<file path="config.mk">
export PLATFORM = sky130hd
export DESIGN_NAME = arx_spi_cmd
export DESIGN_NICKNAME = d
export VERILOG_FILES = /design/src/rtl/arx_pkg.sv /design/src/rtl/arx_spi_cmd.sv
export SDC_FILE = /design/constraint.sdc
export NUM_CORES = 2
export LEC_CHECK = 0
export ABC_CLOCK_PERIOD_IN_PS = 8300
export CAP_MARGIN = 30
export CORE_MARGIN = 5
export CORE_UTILIZATION = 30
export CTS_CLUSTER_SIZE = 40
export DETAILED_ROUTE_END_ITERATION = 10
export DONT_BUFFER_PORTS = 1
export SYNTH_ARGS = -nofsm -noshare
export SYNTH_HDL_FRONTEND = slang
export SYNTH_SLANG_ARGS = --single-unit
</file>
<file path="constraint.sdc">
create_clock -name clk_i -period 8.3 [get_ports clk_i]
set_input_delay 1.66 -clock clk_i [delete_from_list [all_inputs] [get_ports clk_i]]
set_output_delay 1.66 -clock clk_i [all_outputs]
set_load 0.03 [all_outputs]
</file>
<file path="src/rtl/arx_pkg.sv">
// Constants, register layouts and types for the ARINC receiver SPI command block
package arx_pkg;
   // Instruction op codes
   localparam logic [7:0] ARX_OP_WR_DIV = 8'h07;
   localparam logic [7:0] ARX_OP_WR_LBL = 8'h06;
   localparam logic [7:0] ARX_OP_RD_FIFO = 8'h08;
   localparam logic [7:0] ARX_OP_RD_STAT = 8'h0A;
   localparam logic [7:0] ARX_OP_RD_CFG = 8'h0B;
   localparam logic [7:0] ARX_OP_RD_DIV = 8'h0C;
   localparam logic [7:0] ARX_OP_RD_LBL = 8'h0D;
   localparam logic [7:0] ARX_OP_WR_CFG = 8'h10;
   // Data field lengths in bits, and the top label table index
   localparam logic [8:0] ARX_LEN_WORD = 9'h020;
   localparam logic [8:0] ARX_LEN_STAT = 9'h008;
   localparam logic [8:0] ARX_LEN_CFG = 9'h010;
   localparam logic [8:0] ARX_LEN_DIV = 9'h008;
   localparam logic [8:0] ARX_LEN_LBL = 9'h100;
   localparam logic [7:0] ARX_LBL_TOP = 8'hFF;
   // Reset values
   localparam logic [15:0] ARX_CFG_RESET = 16'h0000;
   localparam logic [7:0] ARX_DIV_RESET = 8'h01;
   localparam logic [255:0] ARX_LBL_RESET = 256'h0;
   // Receive store and staging buffer geometry
   localparam int ARX_WORD_W = 32;
   localparam int ARX_STAGE_DEPTH = 4;
   localparam int ARX_RX_DEPTH = 32;
   localparam logic [5:0] ARX_RX_FULL = 6'h20;
   localparam logic [5:0] ARX_RX_HALF = 6'h10;
   // Receive rate dividers applied to the ARINC clock
   localparam logic [6:0] ARX_RATE_HI_DIV = 7'h0A;
   localparam logic [6:0] ARX_RATE_LO_DIV = 7'h50;

   typedef struct packed {
      logic flag_pin_select_bit;
      logic [2:0] unused_14_12;
      logic label_order_select_bit;
      logic [1:0] unused_10_9;
      logic expected_bit9_value;
      logic expected_bit10_value;
      logic sdi_decoder_enable_bit;
      logic receiver_enable_bit;
      logic parity_check_enable_bit;
      logic unused_3;
      logic label_filter_enable_bit;
      logic clock_source_select_bit;
      logic rate_select_bit;
   } arx_cfg_t;

   typedef struct packed {
      logic [1:0] zero_7_6;
      logic [2:0] undef_5_3;
      logic fifo_full_flag;
      logic fifo_half_full_flag;
      logic fifo_empty_flag;
   } arx_status_t;

   typedef enum logic [1:0] {
      ARX_ST_OPCODE = 2'b00,
      ARX_ST_READ = 2'b01,
      ARX_ST_WRITE = 2'b10,
      ARX_ST_IGNORE = 2'b11
   } arx_spi_state_t;
endpackage

</file>
<file path="src/rtl/arx_spi_cmd.sv">
// SPI command decoder, configuration/status registers and receive store of the ARINC receiver
`timescale 1ns/1ns

module arx_stage_fifo #(
   parameter int WIDTH = 32,
   parameter int DEPTH = 4
) (
   input wire logic clk_i,
   input wire logic sys_rst_i,
   input wire logic [WIDTH-1:0] in_data_i,
   input wire logic in_valid_i,
   output logic in_ready_o,
   output logic [WIDTH-1:0] out_data_o,
   output logic out_valid_o,
   input wire logic out_ready_i
);
   localparam int AW = $clog2(DEPTH);
   logic [WIDTH-1:0] mem_q [DEPTH];
   logic [AW-1:0] wr_q;
   logic [AW-1:0] rd_q;
   logic [AW:0] cnt_q;
   logic [AW:0] cnt_d;
   logic push;
   logic pop;

   assign push = in_valid_i & in_ready_o;
   assign pop = out_valid_o & out_ready_i;
   assign out_data_o = mem_q[rd_q];
   assign cnt_d = cnt_q + (AW+1)'(push) - (AW+1)'(pop);

   always_ff @(posedge clk_i) begin
      if (push) begin
         mem_q[wr_q] <= in_data_i;
      end
   end

   // Ready and valid are registered so both edges of the buffer are honest flops
   always_ff @(posedge clk_i) begin
      if (sys_rst_i) begin
         wr_q <= '0;
         rd_q <= '0;
         cnt_q <= '0;
         in_ready_o <= 1'b1;
         out_valid_o <= 1'b0;
      end else begin
         if (push) begin
            wr_q <= (wr_q == AW'(DEPTH-1)) ? '0 : wr_q + 1'b1;
         end
         if (pop) begin
            rd_q <= (rd_q == AW'(DEPTH-1)) ? '0 : rd_q + 1'b1;
         end
         cnt_q <= cnt_d;
         in_ready_o <= (cnt_d != (AW+1)'(DEPTH));
         out_valid_o <= (cnt_d != '0);
      end
   end
endmodule // arx_stage_fifo

module arx_spi_cmd
   import arx_pkg::*;
(
   input wire logic clk_i,
   input wire logic sys_rst_i,
   input wire logic spi_sck_i,
   input wire logic spi_cs_n_i,
   input wire logic spi_si_i,
   output logic spi_so_o,
   input wire logic master_clear_i,
   input wire logic aclk_i,
   input wire logic [31:0] rx_word_i,
   input wire logic rx_valid_i,
   output logic rx_ready_o,
   output logic fifo_flag_output,
   output logic rate_tick_o,
   output logic [15:0] cfg_o
);
   function automatic logic [7:0] rev8(input logic [7:0] v);
      logic [7:0] r;
      r = '0;
      for (int i = 0; i < 8; i++) begin
         r[i] = v[7-i];
      end
      return r;
   endfunction

   function automatic logic div_valid(input logic [7:0] d);
      return (d == 8'h01) || (d == 8'h02) || (d == 8'h04) || (d == 8'h08) || (d == 8'h0A);
   endfunction

   // Pin synchronisers: stage one feeds stage two only
   logic [4:0] pin_a_q;
   logic [4:0] pin_b_q;
   logic sck_d_q;
   logic aclk_d_q;
   always_ff @(posedge clk_i) begin
      if (sys_rst_i) begin
         pin_a_q <= 5'h02;
         pin_b_q <= 5'h02;
         sck_d_q <= 1'b0;
         aclk_d_q <= 1'b0;
      end else begin
         pin_a_q <= {aclk_i, master_clear_i, spi_si_i, spi_cs_n_i, spi_sck_i};
         pin_b_q <= pin_a_q;
         sck_d_q <= pin_b_q[0];
         aclk_d_q <= pin_b_q[4];
      end
   end
   logic sck_s, cs_n_s, si_s, mclr_s, aclk_s;
   assign {aclk_s, mclr_s, si_s, cs_n_s, sck_s} = pin_b_q;
   logic sck_rise, sck_fall, aclk_rise;
   assign sck_rise = sck_s & ~sck_d_q & ~cs_n_s;
   assign sck_fall = ~sck_s & sck_d_q & ~cs_n_s;
   assign aclk_rise = aclk_s & ~aclk_d_q;

   arx_cfg_t cfg_q;
   logic [7:0] div_q;
   logic [255:0] lbl_q;
   arx_status_t stat;

   // Timing clock: optional programmed divide, then rate divide
   logic [7:0] adiv_cnt_q;
   logic [6:0] rate_cnt_q;
   logic arinc_tick;
   logic [6:0] rate_len;
   assign arinc_tick = cfg_q.clock_source_select_bit ?
      (aclk_rise & div_valid(div_q) & (adiv_cnt_q == div_q - 8'h01)) : aclk_rise;
   assign rate_len = cfg_q.rate_select_bit ? ARX_RATE_LO_DIV : ARX_RATE_HI_DIV;
   always_ff @(posedge clk_i) begin
      if (sys_rst_i) begin
         adiv_cnt_q <= 8'h00;
         rate_cnt_q <= 7'h00;
         rate_tick_o <= 1'b0;
      end else begin
         if (aclk_rise) begin
            adiv_cnt_q <= (adiv_cnt_q >= div_q - 8'h01) ? 8'h00 : adiv_cnt_q + 8'h01;
         end
         rate_tick_o <= 1'b0;
         if (arinc_tick) begin
            if (rate_cnt_q >= rate_len - 7'h01) begin
               rate_cnt_q <= 7'h00;
               rate_tick_o <= 1'b1;
            end else begin
               rate_cnt_q <= rate_cnt_q + 7'h01;
            end
         end
      end
   end

   // Staging buffer between the receiver and the store
   logic [31:0] stg_data;
   logic stg_valid;
   logic stg_ready;
   arx_stage_fifo #(.WIDTH(ARX_WORD_W), .DEPTH(ARX_STAGE_DEPTH)) u_stage (
      .clk_i(clk_i),
      .sys_rst_i(sys_rst_i),
      .in_data_i(rx_word_i),
      .in_valid_i(rx_valid_i),
      .in_ready_o(rx_ready_o),
      .out_data_o(stg_data),
      .out_valid_o(stg_valid),
      .out_ready_i(stg_ready)
   );

   // Word acceptance; label filter uses the label byte as it appears on SPI
   logic [31:0] rx_fix;
   logic [7:0] rx_label;
   logic accept;
   assign rx_fix = {cfg_q.parity_check_enable_bit ? ~^stg_data : stg_data[31], stg_data[30:0]};
   assign rx_label = cfg_q.label_order_select_bit ? stg_data[7:0] : rev8(stg_data[7:0]);
   assign accept = cfg_q.receiver_enable_bit
      & (~cfg_q.label_filter_enable_bit | lbl_q[rx_label])
      & (~cfg_q.sdi_decoder_enable_bit
         | ({stg_data[9], stg_data[8]} == {cfg_q.expected_bit10_value, cfg_q.expected_bit9_value}));

   // SPI command engine
   arx_spi_state_t st_q;
   logic [7:0] op_q;
   logic [8:0] cnt_q;
   logic [8:0] len_q;
   logic [31:0] rd_sr_q;
   logic [15:0] wr_sr_q;
   logic [7:0] op_full;
   logic op_done;
   logic pop_now;
   assign op_full = {op_q[6:0], si_s};
   assign op_done = sck_rise & (st_q == ARX_ST_OPCODE) & (cnt_q == 9'h007);
   assign pop_now = op_done & (op_full == ARX_OP_RD_FIFO);
   // Draining stalls for the cycle a word is popped so the store sees one change at a time
   assign stg_ready = ~pop_now;

   // Receive store
   logic [31:0] store_q [ARX_RX_DEPTH];
   logic [4:0] wp_q;
   logic [4:0] rp_q;
   logic [5:0] cnt_rx_q;
   logic store_wr;
   logic store_pop;
   assign store_wr = stg_valid & stg_ready & accept;
   assign store_pop = pop_now & (cnt_rx_q != 6'h00);

   always_ff @(posedge clk_i) begin
      if (store_wr) begin
         // When full the newest word overwrites the last location
         store_q[(cnt_rx_q == ARX_RX_FULL) ? wp_q - 5'h01 : wp_q] <= rx_fix;
      end
   end

   always_ff @(posedge clk_i) begin
      if (sys_rst_i || mclr_s) begin
         wp_q <= 5'h00;
         rp_q <= 5'h00;
         cnt_rx_q <= 6'h00;
      end else begin
         if (store_wr && cnt_rx_q != ARX_RX_FULL) begin
            wp_q <= wp_q + 5'h01;
         end
         if (store_pop) begin
            rp_q <= rp_q + 5'h01;
         end
         if (store_wr && cnt_rx_q != ARX_RX_FULL && !store_pop) begin
            cnt_rx_q <= cnt_rx_q + 6'h01;
         end else if (store_pop && !(store_wr && cnt_rx_q != ARX_RX_FULL)) begin
            cnt_rx_q <= cnt_rx_q - 6'h01;
         end
      end
   end

   assign stat.zero_7_6 = 2'h0;
   assign stat.undef_5_3 = 3'h0;
   assign stat.fifo_empty_flag = (cnt_rx_q == 6'h00);
   assign stat.fifo_half_full_flag = (cnt_rx_q >= ARX_RX_HALF);
   assign stat.fifo_full_flag = (cnt_rx_q == ARX_RX_FULL);

   always_ff @(posedge clk_i) begin
      if (sys_rst_i) begin
         fifo_flag_output <= 1'b1;
      end else begin
         fifo_flag_output <= cfg_q.flag_pin_select_bit ? stat.fifo_full_flag : stat.fifo_empty_flag;
      end
   end

   // Read word in SPI bit order
   logic [31:0] head_spi;
   assign head_spi = {store_q[rp_q][31:8],
      cfg_q.label_order_select_bit ? store_q[rp_q][7:0] : rev8(store_q[rp_q][7:0])};

   always_ff @(posedge clk_i) begin
      if (sys_rst_i || cs_n_s) begin
         st_q <= ARX_ST_OPCODE;
         op_q <= 8'h00;
         cnt_q <= 9'h000;
         len_q <= 9'h000;
         rd_sr_q <= 32'h0000_0000;
         wr_sr_q <= 16'h0000;
         spi_so_o <= 1'b0;
      end else begin
         case (st_q)
            ARX_ST_OPCODE: begin
               if (sck_rise) begin
                  op_q <= op_full;
                  cnt_q <= cnt_q + 9'h001;
                  if (op_done) begin
                     cnt_q <= 9'h000;
                     st_q <= ARX_ST_READ;
                     case (op_full)
                        ARX_OP_RD_FIFO: begin
                           len_q <= ARX_LEN_WORD;
                           rd_sr_q <= (cnt_rx_q != 6'h00) ? head_spi : 32'h0000_0000;
                        end
                        ARX_OP_RD_STAT: begin
                           len_q <= ARX_LEN_STAT;
                           rd_sr_q <= {stat, 24'h00_0000};
                        end
                        ARX_OP_RD_CFG: begin
                           len_q <= ARX_LEN_CFG;
                           rd_sr_q <= {cfg_q, 16'h0000};
                        end
                        ARX_OP_RD_DIV: begin
                           len_q <= ARX_LEN_DIV;
                           rd_sr_q <= {div_q, 24'h00_0000};
                        end
                        ARX_OP_RD_LBL: begin
                           len_q <= ARX_LEN_LBL;
                        end
                        ARX_OP_WR_CFG: begin
                           len_q <= ARX_LEN_CFG;
                           st_q <= ARX_ST_WRITE;
                        end
                        ARX_OP_WR_DIV: begin
                           len_q <= ARX_LEN_DIV;
                           st_q <= ARX_ST_WRITE;
                        end
                        ARX_OP_WR_LBL: begin
                           len_q <= ARX_LEN_LBL;
                           st_q <= ARX_ST_WRITE;
                        end
                        default: begin
                           st_q <= ARX_ST_IGNORE;
                        end
                     endcase
                  end
               end
            end
            ARX_ST_READ: begin
               if (sck_fall) begin
                  // Label table has no shift copy; bits are indexed straight from FF down
                  spi_so_o <= (op_q == ARX_OP_RD_LBL) ? lbl_q[ARX_LBL_TOP - cnt_q[7:0]]
                                                      : rd_sr_q[5'(31 - cnt_q[4:0])];
                  cnt_q <= cnt_q + 9'h001;
                  if (cnt_q == len_q - 9'h001) begin
                     st_q <= ARX_ST_IGNORE;
                  end
               end
            end
            ARX_ST_WRITE: begin
               if (sck_rise) begin
                  wr_sr_q <= {wr_sr_q[14:0], si_s};
                  cnt_q <= cnt_q + 9'h001;
                  if (cnt_q == len_q - 9'h001) begin
                     st_q <= ARX_ST_IGNORE;
                  end
               end
            end
            ARX_ST_IGNORE: begin
               // Last read bit stands until deselect so the host can sample it after its final fall
               st_q <= ARX_ST_IGNORE;
            end
            default: begin
               st_q <= ARX_ST_IGNORE;
            end
         endcase
      end
   end

   logic wr_last;
   assign wr_last = (st_q == ARX_ST_WRITE) & sck_rise & ~cs_n_s & (cnt_q == len_q - 9'h001);

   always_ff @(posedge clk_i) begin
      if (sys_rst_i) begin
         cfg_q <= ARX_CFG_RESET;
         div_q <= ARX_DIV_RESET;
         cfg_o <= ARX_CFG_RESET;
      end else begin
         if (wr_last && op_q == ARX_OP_WR_CFG) begin
            cfg_q <= {wr_sr_q[14:0], si_s};
         end
         if (wr_last && op_q == ARX_OP_WR_DIV) begin
            div_q <= {wr_sr_q[6:0], si_s};
         end
         cfg_o <= cfg_q;
      end
   end

   always_ff @(posedge clk_i) begin
      if (sys_rst_i) begin
         lbl_q <= ARX_LBL_RESET;
      end else if (st_q == ARX_ST_WRITE && sck_rise && !cs_n_s && op_q == ARX_OP_WR_LBL) begin
         lbl_q[ARX_LBL_TOP - cnt_q[7:0]] <= si_s;
      end
   end
endmodule // arx_spi_cmd

</file>
==> flow_metrics.py <==
metrics = {
    "outcome": {
        "outcome": "completed",
    },
    "pwr": {
        "seq_power_share_pct": 47.8,
        "p_comb_share_pct": 16.2,
        "p_clk_share_pct": 36.0,
        "p_per_area_mw_per_mm2": 252,
        "switching_power_uw": 5480,
        "p_sw_share_pct": 28.2,
        "ir_worst_vdd_v": 0.000233,
        "power.internal_uw": 13900,
        "p_leak_uw": 0.0229,
    },
    "timing": {
        "fin_tns_setup_ns": 0,
        "finalMaxSlewViolations": 0,
        "finalSetupViolations": 0,
        "tightest_slew_ns": 1.40,
        "skew_ns": 0.0482,
        "hold_viol": 0,
        "rsz0062_at_grt": "no",
        "fmax_mhz": 144,
        "period_share_pct": 83.5,
        "post-route-min-period_ns": 6.93,
        "slew_headroom_pct": 6.58,
    },
    "place": {
        "numPortBuffers": 0,
        "globalplace.congestion": 0.924,
        "hpwl_mm": 122,
        "placed_cells_incl_taps": 7462,
    },
    "cts": {
        "cts_tree": "done",
        "clock_latency_ns": 0.81,
        "cts_buffers": 157,
        "cts_hold_buf": 0,
        "path_clk_slew_ns": 0.07,
        "ctsHtreeMaxLevel": 4,
        "clockRootBuffer": "clkbuf_16",
        "clk_path_buf_depth": 3,
        "clock-sinks": 1580,
        "post_cts_buffers": 0,
        "cts_resized": 0,
    },
    "yosys": {
        "async_reset_ff_share_pct": 0,
        "syn_nets": 4769,
        "ys_seq_area_share_pct": 63.6,
        "ys_warn_count": 0,
        "yosysUniqueCellTypes": 85,
        "synth_seq_cells": 1580,
        "synth_enable_flop_cells": 1152,
        "synth_ff_type": "edfxtp_1",
        "syn_area_mm2": 0.0678,
        "synthCells": 4685,
        "synth_area_per_cell_um2": 14.5,
    },
    "grt": {
        "grt_use_total_pct": 16.8,
        "grt_pass1_vias": 41693,
        "antenna_found_initial": 4,
        "grt_pass1_wl_mm": 296,
        "grt_overflow": 0,
        "grt_max_degree": 324,
    },
    "floorplan": {
        "die_area_mm2": 0.236,
        "start_util_pct": 30.2,
        "die_h_um": 486,
        "rows": 174,
        "fp.dieW_um": 486,
        "io_pins": 60,
        "fp.coreArea_mm2": 0.225,
    },
    "layout": {
        "layout_commonest_cell": "edfxtp_1",
        "area_delta_synth_final_pct": 13.7,
        "layout_common_cells": "edfxtp_1, mux4_2, dfxtp_1",
        "drive_above_1_share_pct": 19.1,
        "layout.cells.non_filler": 7751,
        "nets": 4715,
    },
    "detailed_routing": {
        "drc": 0,
        "wl_mm": 204,
        "drtPass1Iterations": 6,
        "wl_per_cell_um": 26.3,
        "vias": 43001,
        "vias_per_cell": 5.55,
        "drt-initial-drc-count": 5439,
        "antenna_left": 0,
    },
    "setup_path": {
        "crit_arrival_ns": 7.38,
        "cp_max_fo": 36,
        "endpoint_kind": "flop",
        "cp-start-kind": "flop",
        "cp.required_ns": 8.74,
        "critPathKind": "reg -> reg",
    },
    "flow_run": {
        "cap_violations": 0,
    },
    "hold_path": {
        "hp-class": "reg -> reg",
    },
}
cell type report:
| cell class | instances | area, µm² |
|---|---|---|
| fill | 21321 | 148000 |
| multi-input combinational | 2674 | 23300 |
| timing repair buffer | 155 | 1630 |
| antenna | 1 | 2.50 |
| inverter | 63 | 236 |
| clock buffer | 211 | 4220 |
| sequential | 1580 | 43200 |
| clock inverter | 75 | 827 |
| tap | 2992 | 3740 |
worst paths after layout:
kind | slack [ns] | startpoint | cells past startpoint | to
worst max register to register | 1.37 | flop | 14 | store_q[27][22]$_DFFE_PP_
worst min register to register | 0.44 | pin_a_q[1]$_SDFF_PP1_ | 1 | pin_b_q[1]$_SDFF_PP1_
worst max-delay path | 1.37 | flop | 14 | store_q[27][22]$_DFFE_PP_
worst min-delay path | 0.44 | pin_a_q[1]$_SDFF_PP1_ | 1 | pin_b_q[1]$_SDFF_PP1_
per-layer routing:
layer	wire length [µm]	vias up	track usage, %
met5	11	-	0
met4	6820	2	5.22
met3	18800	446	3.49
met2	94300	2212	26.6
met1	84100	22160	23.3
li1	-	18181	-
flip-flops by register name, summed over array words and instances, names as in the netlist, 9 cells and up, named ones only:
register / flops
wr_sr_q: 15
store_q: 1024
rd_sr_q: 32
cfg_q: 16
lbl_q: 256
cfg_o: 16
u_stage.mem_q: 128
cnt_q: 9
kinds of logic after synthesis:
group	Yosys count	share of synthesized area [%]
mux	530	16.1
fa+ha+maj	44	0.834
flops	1580	63.6
xor+xnor	80	1.03
simple gates	1052	7.42
compound gates	968	8.47
buf+inv	431	2.49
critical path: stages (launching register included):
cell and delay [ns]:
dfxtp_2 0.75, mux2i_1 0.15, mux2_2 0.31, inv_2 0.34, nand2_1 0.15, nand2b_2 0.63
buf_4 0.52, a21oi_1 0.13, o311ai_0 0.81, a22oi_1 0.25, nor4_4 0.33, nor3b_4 0.17
nor4_1 0.77, nor2b_4 0.66, buf_4 0.53
stage by stage:
stage	util [%]	total power [µW]	cell area [µm²]	hold slack, ns	setup WS [ns]
after detailed placement	32.0	12600	72000	0.425	1.51
after global placement	31.7	12500	71400	0.432	1.60
after global routing	34.3	20100	77100	0.453	1.04
final	34.3	19400	77100	0.436	1.37
after CTS	34.3	19500	77100	0.444	1.50
after floorplan	-	11400	67800	0.389	3.14
synth_stat cells (all sizes together), types with 12 or more instances:
library cell	number	area share, %
inv	63	0.35
a221oi	14	0.18
mux4	448	15
o2bb2ai	16	0.21
dfxtp	428	13
nor2	295	1.6
xor2	34	0.44
xnor2	46	0.59
o21bai	19	0.21
nand2	201	1.1
and3	21	0.19
a21oi	369	2.7
and2	25	0.23
clkbuf	284	1.6
a21o	18	0.20
or3	17	0.16
nand2b	13	0.12
nor2b	78	0.72
mux2i	72	1.1
edfxtp	1152	51
buf	84	0.57
o2111ai	15	0.19
nand3	303	2.2
a2bb2oi	22	0.28
o21ai	301	2.2
ha	42	0.77
a31oi	12	0.11
nor3	33	0.24
a211oi	50	0.55
or2	13	0.12
o211ai	25	0.28
o22ai	17	0.16
power groups by stage:
stage / clock network, µW / logic [µW] / registers, µW
2_1_floorplan: 0 / 1980 / 9410
3_3_place_gp: 0 / 3010 / 9450
3_5_place_dp: 0 / 3100 / 9450
4_1_cts: 7120 / 3100 / 9280
5_1_grt: 7460 / 3310 / 9290
6_report: 6990 / 3130 / 9280
(Power assumes the default switching activity.)
